==> src/hw/smsv_pkg.sv <==
// ==========================================================================
// shared constants of the switch mode supervisor
package smsv_pkg;
  // ========================================================================
  // timing
  localparam int unsigned CLK_HZ = 100_000_000;
  localparam int unsigned IN_TIMEOUT_MS = 250;
  localparam int unsigned WDOG_TIMEOUT_MS = 310;
  localparam int unsigned IN_TIMEOUT_CYC =
    32'((64'(IN_TIMEOUT_MS) * 64'(CLK_HZ)) / 64'd1000);
  localparam int unsigned WDOG_TIMEOUT_CYC =
    32'((64'(WDOG_TIMEOUT_MS) * 64'(CLK_HZ)) / 64'd1000);

  // ========================================================================
  // register map (byte addresses)
  localparam int ADDR_W = 12;
  localparam logic [11:0] ADDR_CTRL = 12'h000;
  localparam logic [11:0] ADDR_DUTY0 = 12'h004;
  localparam logic [11:0] ADDR_DUTY1 = 12'h008;
  localparam logic [11:0] ADDR_STATUS = 12'h00c;
  localparam logic [11:0] ADDR_CHFAULT = 12'h010;

  // ========================================================================
  // global control register fields
  localparam int CTRL_W = 13;
  localparam int CTRL_VDDLOSS_ARM = 0;
  localparam int CTRL_OV_ARM = 1;
  localparam int CTRL_DIRDIS0 = 2;
  localparam int CTRL_WDOFF = 4;
  localparam int CTRL_PARALLEL = 5;
  localparam int CTRL_POR = 6;
  localparam int CTRL_PWMEN0 = 7;
  localparam int CTRL_OFFSHORT_EN = 9;
  localparam int CTRL_OLOFF_EN = 10;
  localparam int CTRL_OLON_EN = 11;
  localparam int CTRL_CLKFAIL_EN = 12;
  localparam logic [12:0] CTRL_RESET = 13'h1042;
  localparam logic [12:0] CTRL_KEEP_MASK = 13'h0060;

  // ========================================================================
  // duty register fields and serial word layout
  localparam int DUTY_W = 9;
  localparam int DUTY_ON = 8;
  localparam logic [8:0] DUTY_RESET = 9'h000;
  localparam int WDOG_BIT = 15;

  // ========================================================================
  // status register fields
  localparam int ST_FS = 2;
  localparam int ST_FAULT = 3;
  localparam int ST_UV = 4;
  localparam int ST_OV = 5;
  localparam int ST_HSON = 6;

  // ========================================================================
  // operating modes, gray coded along sleep-normal-failsafe-fault
  typedef enum logic [1:0] {
    SMSV_SLEEP = 2'b00,
    SMSV_NORMAL = 2'b01,
    SMSV_FAILSAFE = 2'b11,
    SMSV_FAULT = 2'b10
  } smsv_mode_t;
endpackage : smsv_pkg

==> src/hw/smsv_supervisor.sv <==
`timescale 1ns/1ps
// How it works
// - target on from direct input or on bit
// - duty term compares low eight duty bits
// - rising wake pin or direct input wakes device
// - idle direct input drops activity flag after timeout
// - no activity and pin low gives sleep
// - pin low or failsafe: direct inputs only
// - wake is pin or either activity flag
// - failsafe on watchdog timeout or supply loss
// - fault is or of all fault sources, overvoltage only when armed
// - mode table selects sleep normal failsafe fault
// - watchdog off bit blocks failsafe entry on watchdog timeout, not on supply loss
// - sleep is default, registers held at defaults except por and parallel
// - failsafe entry: output low, registers reset, blocked
// - watchdog starts on pin rise, checks toggle bit
// - bit15 word leaves failsafe, second word unlocks
// - back to normal: output high, state reset
// - fault enables and latchables take default values
// - fault pin live, fault bits sticky till read
// - any fault enters fault mode and turns off both channels
// - supply loss counts only after seen and armed
module smsv_supervisor #(
  parameter int unsigned IN_TO_CYC = smsv_pkg::IN_TIMEOUT_CYC,  // activity timeout
  parameter int unsigned WD_TO_CYC = smsv_pkg::WDOG_TIMEOUT_CYC  // watchdog timeout
) (
  input wire logic clk_in,  // 100 MHz oscillator
  input wire logic rst_n_in,  // async reset, active low
  input wire logic psel_in,  // apb select
  input wire logic penable_in,  // apb enable
  input wire logic pwrite_in,  // apb direction
  input wire logic [smsv_pkg::ADDR_W-1:0] paddr_in,  // apb address
  input wire logic [31:0] pwdata_in,  // apb write data
  output logic [31:0] prdata_out,  // apb read data
  output logic pready_out,  // apb ready
  output logic pslverr_out,  // apb error
  input wire logic wake_reset_pin_in,  // wake/reset pin
  input wire logic [1:0] direct_in,  // direct channel inputs
  input wire logic vdd_ok_in,  // logic supply present
  input wire logic [1:0] current_limit_fault_in,  // overcurrent per channel
  input wire logic [1:0] thermal_fault_in,  // overtemperature per channel
  input wire logic [1:0] hard_short_fault_in,  // severe short per channel
  input wire logic supply_low_fault_in,  // undervoltage
  input wire logic supply_high_fault_in,  // overvoltage
  output logic [1:0] hson_out,  // target switch state
  output logic [1:0] mode_out,  // current mode code
  output logic failsafe_out_n_out,  // fail-safe pin level
  output logic failsafe_oe_out,  // fail-safe pin drive enable
  output logic fault_flag_n_out,  // fault pin level
  output logic fault_oe_out  // fault pin drive enable
);
  import smsv_pkg::*;

  localparam int INW = $clog2(IN_TO_CYC + 1);
  localparam int WDW = $clog2(WD_TO_CYC + 1);

  // ========================================================================
  // elaboration checks
  if (IN_TO_CYC < 2 || WD_TO_CYC < 2) begin : g_bad_param
    $error("timeout counts must be at least two cycles");
  end

  // ========================================================================
  // state
  smsv_mode_t mode_reg, mode_next;
  logic [CTRL_W-1:0] ctrl_reg, ctrl_next;
  logic [DUTY_W-1:0] duty_reg [2];
  logic [7:0] pwm_cnt_reg;
  logic [1:0] din_d_reg, act_reg;
  logic [INW-1:0] act_cnt_reg [2];
  logic pin_d_reg, vdd_seen_reg, fs_reg, unlock_reg, wd_run_reg, wd_last_reg;
  logic [WDW-1:0] wd_cnt_reg;
  logic [1:0] st_sticky_reg;
  logic [5:0] ch_sticky_reg;
  logic fault_reg;
  logic [1:0] hson_reg;

  // ========================================================================
  // bus decode
  wire setup_ph = psel_in & ~penable_in;
  wire access_ph = psel_in & penable_in;
  wire wr_word = access_ph & pwrite_in;
  wire rd_done = access_ph & ~pwrite_in;
  wire hit_ctrl = paddr_in == ADDR_CTRL;
  wire hit_duty0 = paddr_in == ADDR_DUTY0;
  wire hit_duty1 = paddr_in == ADDR_DUTY1;
  wire hit_stat = paddr_in == ADDR_STATUS;
  wire hit_chf = paddr_in == ADDR_CHFAULT;
  wire mapped = hit_ctrl | hit_duty0 | hit_duty1 | hit_stat | hit_chf;
  // serial interface off in sleep, locked in failsafe and until unlocked
  wire locked = (mode_reg == SMSV_SLEEP) | fs_reg | unlock_reg;
  wire wr_ok = wr_word & ~locked & mapped;
  wire wd_bit = pwdata_in[WDOG_BIT];

  // ========================================================================
  // mode conditions
  wire pin_rise = wake_reset_pin_in & ~pin_d_reg;
  wire [1:0] din_rise = direct_in & ~din_d_reg;
  wire wake = wake_reset_pin_in | act_reg[0] | act_reg[1];
  wire wd_expired = wd_run_reg & (wd_cnt_reg == '0);
  wire wd_timeout = wd_expired & ~ctrl_reg[CTRL_WDOFF];
  wire vdd_loss = vdd_seen_reg & ~vdd_ok_in & ctrl_reg[CTRL_VDDLOSS_ARM];
  wire fs_set = wd_timeout | vdd_loss;
  wire [1:0] ch_fault = current_limit_fault_in | thermal_fault_in | hard_short_fault_in;
  wire ov_fault = supply_high_fault_in & ctrl_reg[CTRL_OV_ARM];
  wire fault_now = (|ch_fault) | supply_low_fault_in | ov_fault;
  // leave failsafe on a word with the toggle bit high, whatever the address
  wire fs_exit = fs_reg & wr_word & wd_bit & ~fs_set;
  wire fs_now = (fs_reg | fs_set) & ~fs_exit;

  // mode table; fault outranks failsafe, sleep outranks both
  always_comb begin
    if (!wake) begin
      mode_next = SMSV_SLEEP;
    end else if (fault_now) begin
      mode_next = SMSV_FAULT;
    end else if (fs_now) begin
      mode_next = SMSV_FAILSAFE;
    end else begin
      mode_next = SMSV_NORMAL;
    end
  end

  wire enter_fs = fs_now & ~fs_reg;
  wire enter_norm = (mode_next == SMSV_NORMAL) & (mode_reg != SMSV_NORMAL);
  // sleep, failsafe entry and failsafe exit reset configuration but keep por and parallel
  wire cfg_reset = (mode_next == SMSV_SLEEP) | enter_fs | fs_exit;

  // ========================================================================
  // channel target state
  function automatic logic duty_active(input logic [7:0] duty, input logic [7:0] cnt);
    duty_active = cnt <= duty;  // (n+1)/256 on time, 255 fully on
  endfunction : duty_active

  logic [1:0] hson_next;
  genvar ch;
  generate
    for (ch = 0; ch < 2; ch++) begin : g_ch
      wire dir_dis = ctrl_reg[CTRL_DIRDIS0 + ch];
      wire pwm_en = ctrl_reg[CTRL_PWMEN0 + ch];
      wire on_bit = duty_reg[ch][DUTY_ON];
      wire pwm_on = duty_active(duty_reg[ch][7:0], pwm_cnt_reg);
      wire spi_tgt = (direct_in[ch] & ~dir_dis) | (on_bit & (pwm_on | ~pwm_en));
      wire direct_only = ~wake_reset_pin_in | fs_reg;
      wire tgt = direct_only ? direct_in[ch] : spi_tgt;
      // per-channel faults gate one channel, supply faults both; fault mode already turns off both
      wire kill = ch_fault[ch] | supply_low_fault_in | ov_fault;
      assign hson_next[ch] = (mode_next == SMSV_NORMAL || mode_next == SMSV_FAILSAFE)
                             & tgt & ~kill;

      // activity flag: reload while high, count down while low
      always_ff @(posedge clk_in or negedge rst_n_in) begin
        if (!rst_n_in) begin
          act_cnt_reg[ch] <= '0;
          act_reg[ch] <= 1'b0;
        end else if (direct_in[ch] || din_rise[ch]) begin
          act_cnt_reg[ch] <= INW'(IN_TO_CYC);
          act_reg[ch] <= 1'b1;
        end else if (act_cnt_reg[ch] != '0) begin
          act_cnt_reg[ch] <= act_cnt_reg[ch] - 1'b1;
        end else begin
          act_reg[ch] <= 1'b0;
        end
      end
    end
  endgenerate

  // ========================================================================
  // watchdog: started by pin rise with vdd, restarted by each toggle
  always_ff @(posedge clk_in or negedge rst_n_in) begin
    if (!rst_n_in) begin
      wd_run_reg <= 1'b0;
      wd_cnt_reg <= '0;
      wd_last_reg <= 1'b0;
    end else if (pin_rise && vdd_ok_in) begin
      wd_run_reg <= 1'b1;
      wd_cnt_reg <= WDW'(WD_TO_CYC);
    end else if (fs_exit && vdd_ok_in) begin
      // rearm on exit, else a late second word never meets a timeout
      wd_run_reg <= 1'b1;
      wd_cnt_reg <= WDW'(WD_TO_CYC);
      wd_last_reg <= wd_bit;
    end else if (wr_word && wd_run_reg && wd_bit != wd_last_reg) begin
      wd_cnt_reg <= WDW'(WD_TO_CYC);
      wd_last_reg <= wd_bit;
    end else if (wd_expired || mode_reg == SMSV_SLEEP) begin
      wd_run_reg <= mode_reg != SMSV_SLEEP && !wd_timeout;
      wd_cnt_reg <= WDW'(WD_TO_CYC);
    end else if (wd_run_reg) begin
      wd_cnt_reg <= wd_cnt_reg - 1'b1;
    end
  end

  // ========================================================================
  // failsafe flag and the unlock window after leaving it
  always_ff @(posedge clk_in or negedge rst_n_in) begin
    if (!rst_n_in) begin
      fs_reg <= 1'b0;
      unlock_reg <= 1'b0;
    end else begin
      fs_reg <= fs_now & (mode_next != SMSV_SLEEP);
      // second word consumes the window; a late one meets a timeout first
      unlock_reg <= fs_exit | (unlock_reg & ~wr_word & ~fs_set);
    end
  end

  // ========================================================================
  // input edge history and supply memory
  always_ff @(posedge clk_in or negedge rst_n_in) begin
    if (!rst_n_in) begin
      pin_d_reg <= 1'b0;
      din_d_reg <= 2'b00;
      vdd_seen_reg <= 1'b0;
      pwm_cnt_reg <= 8'h00;
    end else begin
      pin_d_reg <= wake_reset_pin_in;
      din_d_reg <= direct_in;
      vdd_seen_reg <= (vdd_seen_reg | vdd_ok_in) & ~fs_set;
      pwm_cnt_reg <= pwm_cnt_reg + 8'h01;
    end
  end

  // ========================================================================
  // configuration registers
  always_comb begin
    ctrl_next = ctrl_reg;
    if (cfg_reset) begin
      ctrl_next = (CTRL_RESET & ~CTRL_KEEP_MASK) | (ctrl_reg & CTRL_KEEP_MASK);
    end else if (wr_ok && hit_ctrl) begin
      ctrl_next = pwdata_in[CTRL_W-1:0];
    end
  end

  always_ff @(posedge clk_in or negedge rst_n_in) begin
    if (!rst_n_in) begin
      ctrl_reg <= CTRL_RESET;
      duty_reg[0] <= DUTY_RESET;
      duty_reg[1] <= DUTY_RESET;
    end else begin
      ctrl_reg <= ctrl_next;
      if (cfg_reset) begin
        duty_reg[0] <= DUTY_RESET;
        duty_reg[1] <= DUTY_RESET;
      end else if (wr_ok && hit_duty0) begin
        duty_reg[0] <= pwdata_in[DUTY_W-1:0];
      end else if (wr_ok && hit_duty1) begin
        duty_reg[1] <= pwdata_in[DUTY_W-1:0];
      end
    end
  end

  // ========================================================================
  // sticky fault bits: set wins over a read, read clears only if gone
  wire [1:0] st_src = {ov_fault, supply_low_fault_in};
  wire [5:0] ch_src = {hard_short_fault_in[1], thermal_fault_in[1], current_limit_fault_in[1],
                       hard_short_fault_in[0], thermal_fault_in[0], current_limit_fault_in[0]};
  wire st_rd = rd_done & hit_stat & ~locked;
  wire chf_rd = rd_done & hit_chf & ~locked;
  wire sticky_clr = enter_fs | fs_exit | enter_norm & (mode_reg == SMSV_SLEEP);

  always_ff @(posedge clk_in or negedge rst_n_in) begin
    if (!rst_n_in) begin
      st_sticky_reg <= 2'b00;
      ch_sticky_reg <= 6'h00;
    end else if (sticky_clr) begin
      st_sticky_reg <= st_src;
      ch_sticky_reg <= ch_src;
    end else begin
      st_sticky_reg <= st_src | (st_sticky_reg & ~{2{st_rd}});
      ch_sticky_reg <= ch_src | (ch_sticky_reg & ~{6{chf_rd}});
    end
  end

  // ========================================================================
  // mode and pins
  always_ff @(posedge clk_in or negedge rst_n_in) begin
    if (!rst_n_in) begin
      mode_reg <= SMSV_SLEEP;
      fault_reg <= 1'b0;
      hson_reg <= 2'b00;
    end else begin
      mode_reg <= mode_next;
      fault_reg <= fault_now;
      hson_reg <= hson_next;
    end
  end

  assign hson_out = hson_reg;
  assign mode_out = mode_reg;
  assign failsafe_out_n_out = 1'b0;
  assign failsafe_oe_out = fs_reg;
  assign fault_flag_n_out = 1'b0;
  assign fault_oe_out = fault_reg;

  // ========================================================================
  // apb: read data captured in setup, one access cycle, no wait states
  wire [31:0] rd_mux =
    locked ? 32'h0000_0000 :
    hit_ctrl ? 32'(ctrl_reg) :
    hit_duty0 ? 32'(duty_reg[0]) :
    hit_duty1 ? 32'(duty_reg[1]) :
    hit_stat ? 32'({hson_reg, st_sticky_reg, fault_reg, fs_reg, mode_reg}) :
    hit_chf ? 32'(ch_sticky_reg) : 32'h0000_0000;

  always_ff @(posedge clk_in or negedge rst_n_in) begin
    if (!rst_n_in) begin
      prdata_out <= 32'h0000_0000;
    end else if (setup_ph) begin
      prdata_out <= rd_mux;
    end
  end

  assign pready_out = access_ph;
  // unmapped or locked access reports an error, a write word still feeds the watchdog
  assign pslverr_out = access_ph & (~mapped | locked);
endmodule : smsv_supervisor

==> config.mk <==
export PLATFORM = sky130hd
export DESIGN_NAME = smsv_supervisor
export DESIGN_NICKNAME = d
export VERILOG_FILES = /design/src/hw/smsv_pkg.sv /design/src/hw/smsv_supervisor.sv
export SDC_FILE = /design/constraint.sdc
export NUM_CORES = 1
export LEC_CHECK = 0
export BUFFER_PORTS_ARGS = -buffer_cell sky130_fd_sc_hd__buf_2
export CORE_MARGIN = 3
export CORE_UTILIZATION = 63
export DETAILED_ROUTE_END_ITERATION = 8
export GPL_TIMING_DRIVEN = 0
export PLACE_DENSITY = 0.92
export SETUP_SLACK_MARGIN = 0.1
export SLEW_MARGIN = 0
export SYNTH_ARGS = -nofsm -noshare
export SYNTH_HDL_FRONTEND = slang
export SYNTH_SLANG_ARGS = --single-unit
export TNS_END_PERCENT = 30
==> constraint.sdc <==
create_clock -name clk_in -period 8.21 [get_ports clk_in]
set_input_delay 1.642 -clock clk_in [delete_from_list [all_inputs] [get_ports clk_in]]
set_output_delay 1.642 -clock clk_in [all_outputs]
set_load 0.02 [all_outputs]
# After elaboration in Yosys (flattened, before gate mapping)
# Cells that the tools add are included.
[word_totals]
word_cells = 207
ff_bits = 169
inputBits = 61
out_inout_bits = 42
[classes]
order_cmp = 2
reduce_logical = 34
n_mux = 38
n_addsub = 4
n_bitwise = 94
n_eq_ne = 12
[ops]
columns = ["operator", "n"]
rows = [
  ["$mux 25", 9],
  ["$sub 25x1->25 const B", 3],
  ["$mux 13", 4],
  ["$reduce_bool 25->1", 2],
  ["$mux 9", 5],
  ["$and 1x1->1", 36],
  ["$or 1x1->1", 28],
  ["$logic_not 25->1", 1],
  ["$eq 12x4->1 const B", 2],
  ["$not 1->1", 20],
  ["$mux 18", 1],
  ["$le 8x8->1", 2],
  ["$reduce_bool 2->1", 8],
  ["$eq 12x3->1 const B", 1],
  ["$eq 12x5->1 const B", 1],
  ["$logic_not 12->1", 1],
  ["$mux 1", 12],
  ["$mux 6", 2],
  ["$add 8x1->8 const B", 1],
  ["$logic_and 1x1->1", 8],
  ["$mux 2", 4],
  ["$mux 8", 1],
  ["$reduce_and 2->1", 4],
  ["$and 6x6->6", 1],
  ["other kinds (17)", 27],
]

# Depth between registers and ports, before layout
[logic_depth]
word_depth = 16
depth_mapped = 9
ltp_nobuf = 8

# Least setup slack after synthesis
# OpenSTA, ideal clock, no wires.
[synth_timing]
kind = "input port to output port"
start = "input port paddr_in[7] (netlist name)"
end = "output port pslverr_out"
n_path_buf = 1
t_required_ns = 6.568
cell_stages = 5
path_slack_ns = 3.370
t_arrival_ns = 3.198
path_cell_list = "or4_1 nor4_1 clkbuf_1 or2_2 a21oi_1"
[synth_between]
elab_chain_cells = 8
[synth_lines]
columns = ["item", "line", "rtl"]
rows = [
  ["start: declaration", "smsv_supervisor.sv:32", "input wire logic [smsv_pkg::ADDR_W-1:0] paddr_in,"],
  ["$eq 12x3->1 / $logic_not 12->1 (equally long branches)", "smsv_supervisor.sv:85, smsv_supervisor.sv:84", ""],
  ["$or 1x1->1 (3 in a row)", "smsv_supervisor.sv:89", "wire mapped = hit_ctrl | hit_duty0 | hit_duty1 | hit_stat | hit_chf;"],
  ["$or 1x1->1 *", "smsv_supervisor.sv:89", ""],
  ["$not 1->1 *", "smsv_supervisor.sv:315", "assign pslverr_out = access_ph & (~mapped | locked);"],
  ["$or 1x1->1 *", "smsv_supervisor.sv:315", ""],
  ["$and 1x1->1 *", "smsv_supervisor.sv:315", ""],
  ["end: declaration", "smsv_supervisor.sv:36", "output logic pslverr_out,"],
]
# Every way passes the cells marked *; elsewhere a longest branch is shown, timed or not.

# Final worst setup path
# Same ends and word-level chain as after synthesis.

==> reports/summary.txt <==
outcome -> completed
post-synth cell types -> 61
complex-gate fraction of the synthesized area -> 10.6%
xor/xnor share of the synthesized area -> 7.26%
Layout area overhead -> 15.0%
share of the synthesized area in the top cell type -> 47.0%
Die X -> 117 µm
Mapped Avg Cell Area -> 9.53 µm²
hold path depth -> 2
Post-Syn Area -> 0.00772 mm²
Synth Instances -> 810
post-synthesis simple-gate area fraction -> 22.8%
max reg flops -> 50
min Tclk post-route -> 5.39 ns
vias per inst -> 6.00
Max-slew headroom -> 16.3%
first-pass GRT wire length -> 30000 µm
# port buffers -> 60
core footprint -> 0.0117 mm²
MaxCap Viol Count -> 0
Synth Warn # -> 0
r2r worst-path depth -> 6
GRT Overall Usage -> 28.3%
Synth area leader -> dfrtp_1
Worst-Margin Slew -> 1.25 ns
mux share of post-synthesis cell area -> 2.77%
number of post-CTS setup repair buffers -> 0
DRT Pass-1 Iters -> 5
dpl hpwl -> 12700 µm
number of DRC markers in iteration 0 -> 656
crit path kind -> in2out
Lkg Pwr -> 3.79 nW
Starting Density -> 65.9%
largest family of logic cells by synthesized area -> simple AND/OR/NAND/NOR gates
asr flop ratio synth -> 100%
nets@finish -> 992
RR Startpoint -> wd_cnt_reg[4]
wire length per cell -> 17.4 µm
layout cell share with drive strength beyond 1 -> 16.0%
top post-synthesis cells by count -> dfrtp_1 (145), nand2_1 (106), nor2_1 (87)
# rows -> 39
Max Root-Sink Buffers -> 2
routed vias -> 6395
worst hold margin -> 0.472 ns
#FFs+latches synth -> 148
Min-Delay Path Class -> reg2reg
die height -> 117 µm
Antenna Cells -> 0
clock tree from TritonCTS -> built
I/O pins -> 103
GRT overflow -> 0
Hold-fix buffers, CTS -> 0
Critical Path, Cell by Cell -> buf_2, or4_1, nor4_1, clkbuf_1, or2_2, a21oi_1, buf_2
TritonCTS Sinks -> 148
FMAX -> 0.185 GHz
# setup viols final -> 0
H-tree levels -> 4
final hold vios -> 0
Startpoint Class -> input port
final setup TNS -> 0 ns
VDD IR max -> 141 µV
Critical Path Fanout Max -> 10
drt drc -> 0
Finished Core Util -> 75.8%
flop-to-flop setup slack -> 5.23 ns
Placer Congestion -> 0.937
CP max stage cell -> nor4_1
CP Capture Type -> output port
RR Endpoint -> ch_sticky_reg[2]
Post-synth EDFFs -> 0
CTS Buf Count -> 17
largest cells by area after synthesis -> dfrtp_1 (47%), nand2_1 (5.2%), nor2_1 (4.2%)
Routed Antenna Nets -> 0
CP required -> 6.57 ns
clock slew at reported path FFs -> 0.06 ns
most frequent CP cell -> buf_2
Post-Synth Adder-Cell Area -> 3.40%
most common cell in the netlist -> dfrtp_1
ys flop type -> dfrtp_1
Resized Gates After CTS -> 0
full die area -> 0.0136 mm²
clk root buf -> clkbuf_16
unrepaired setup endpoints after global routing -> no
Slew Viols, Final -> 0
clk_lat worst skew -> 0.44 ns
initial antenna violation count -> 2
largest net degree at the start of global routing -> 78
routed wire length -> 18500 µm
Critical Path AT -> 3.75 ns
WHS Endpoint -> prdata_out[9]
post-synthesis sequential area ratio -> 48.0%
Clock Skews -> 0.0101 ns
PwrDens -> 201 mW/mm²
CP max stage delay -> 0.59 ns
vias in the first global route -> 6305
CP startpoint -> paddr_in[7]
hold_sp -> prdata_out[9]
Final period util -> 65.7%
## area by class of cell
type                    instances  area, µm²
well taps                     143        179
inverters                      29        109
repair buffers                 61        334
clock inverters                14        131
multi-input cells             602       3690
flip-flops and latches        148       3710
clock buffers                  18        439
plain buffers                  51        288
fillers                       787       2840
## worst max-delay path by stage
stage,endpoint,slack [ns],cells past startpoint
2_1_floorplan,pslverr_out,3.37,5
3_3_place_gp,pslverr_out,2.90,7
3_5_place_dp,pslverr_out,2.88,7
4_1_cts,pslverr_out,2.85,7
5_1_grt,pslverr_out,2.69,7
6_report,pslverr_out,2.82,7
## layer usage
metal	vias up	track usage (%)	wire [µm]
li1	2954	-	-
met1	3052	34.3	7540
met2	328	47.9	9040
met3	57	7.98	1410
met4	4	11.5	506
met5	-	0	23
## logic make-up (layout without fill, tap and decap cells)
group / Yosys count / in the layout
and+or+nand+nor: 353 / 353
AOI/OAI and AO/OA: 122 / 122
xor gates and xnor gates: 64 / 64
adders and majority gates: 21 / 21
buffers and inverters: 80 / 173
other: 1 / 21
DFF: 148 / 148
muxes: 21 / 21
## worst max-delay path: cells and delay by family
kind,cells,cell delay (ns)
AOI/OAI and AO/OA,1,0.07
and+or+nand+nor,3,1.36
buffers and inverters,3,0.68
## where the power goes
part	switching [mW]	internal, mW	total, mW
registers	0.0392	0.768	0.808
clock network	0.321	0.427	0.747
logic	0.134	0.0916	0.225
## stage by stage
step	setup slack, ns	instance area [µm²]	total power, mW	instances
5_1_grt	2.69	8880	1.84	1066
3_5_place_dp	2.88	8310	1.04	1034
3_3_place_gp	2.90	8270	1.03	1033
4_1_cts	2.85	8880	1.78	1066
2_1_floorplan	3.37	7790	0.968	830
6_report	2.82	8880	1.78	1066
## cell usage in the layout, fill, tap and decap left out, types with 22 or more instances in the layout
master	n
dfrtp_1	145
nand2_1	106
nor2_1	87
buf_2	61
xnor2_1	36
a21oi_1	34
inv_1	29
xor2_1	28
nand2b_1	24
clkbuf_1	22
No activity file was read; power rests on OpenSTA's default activity.
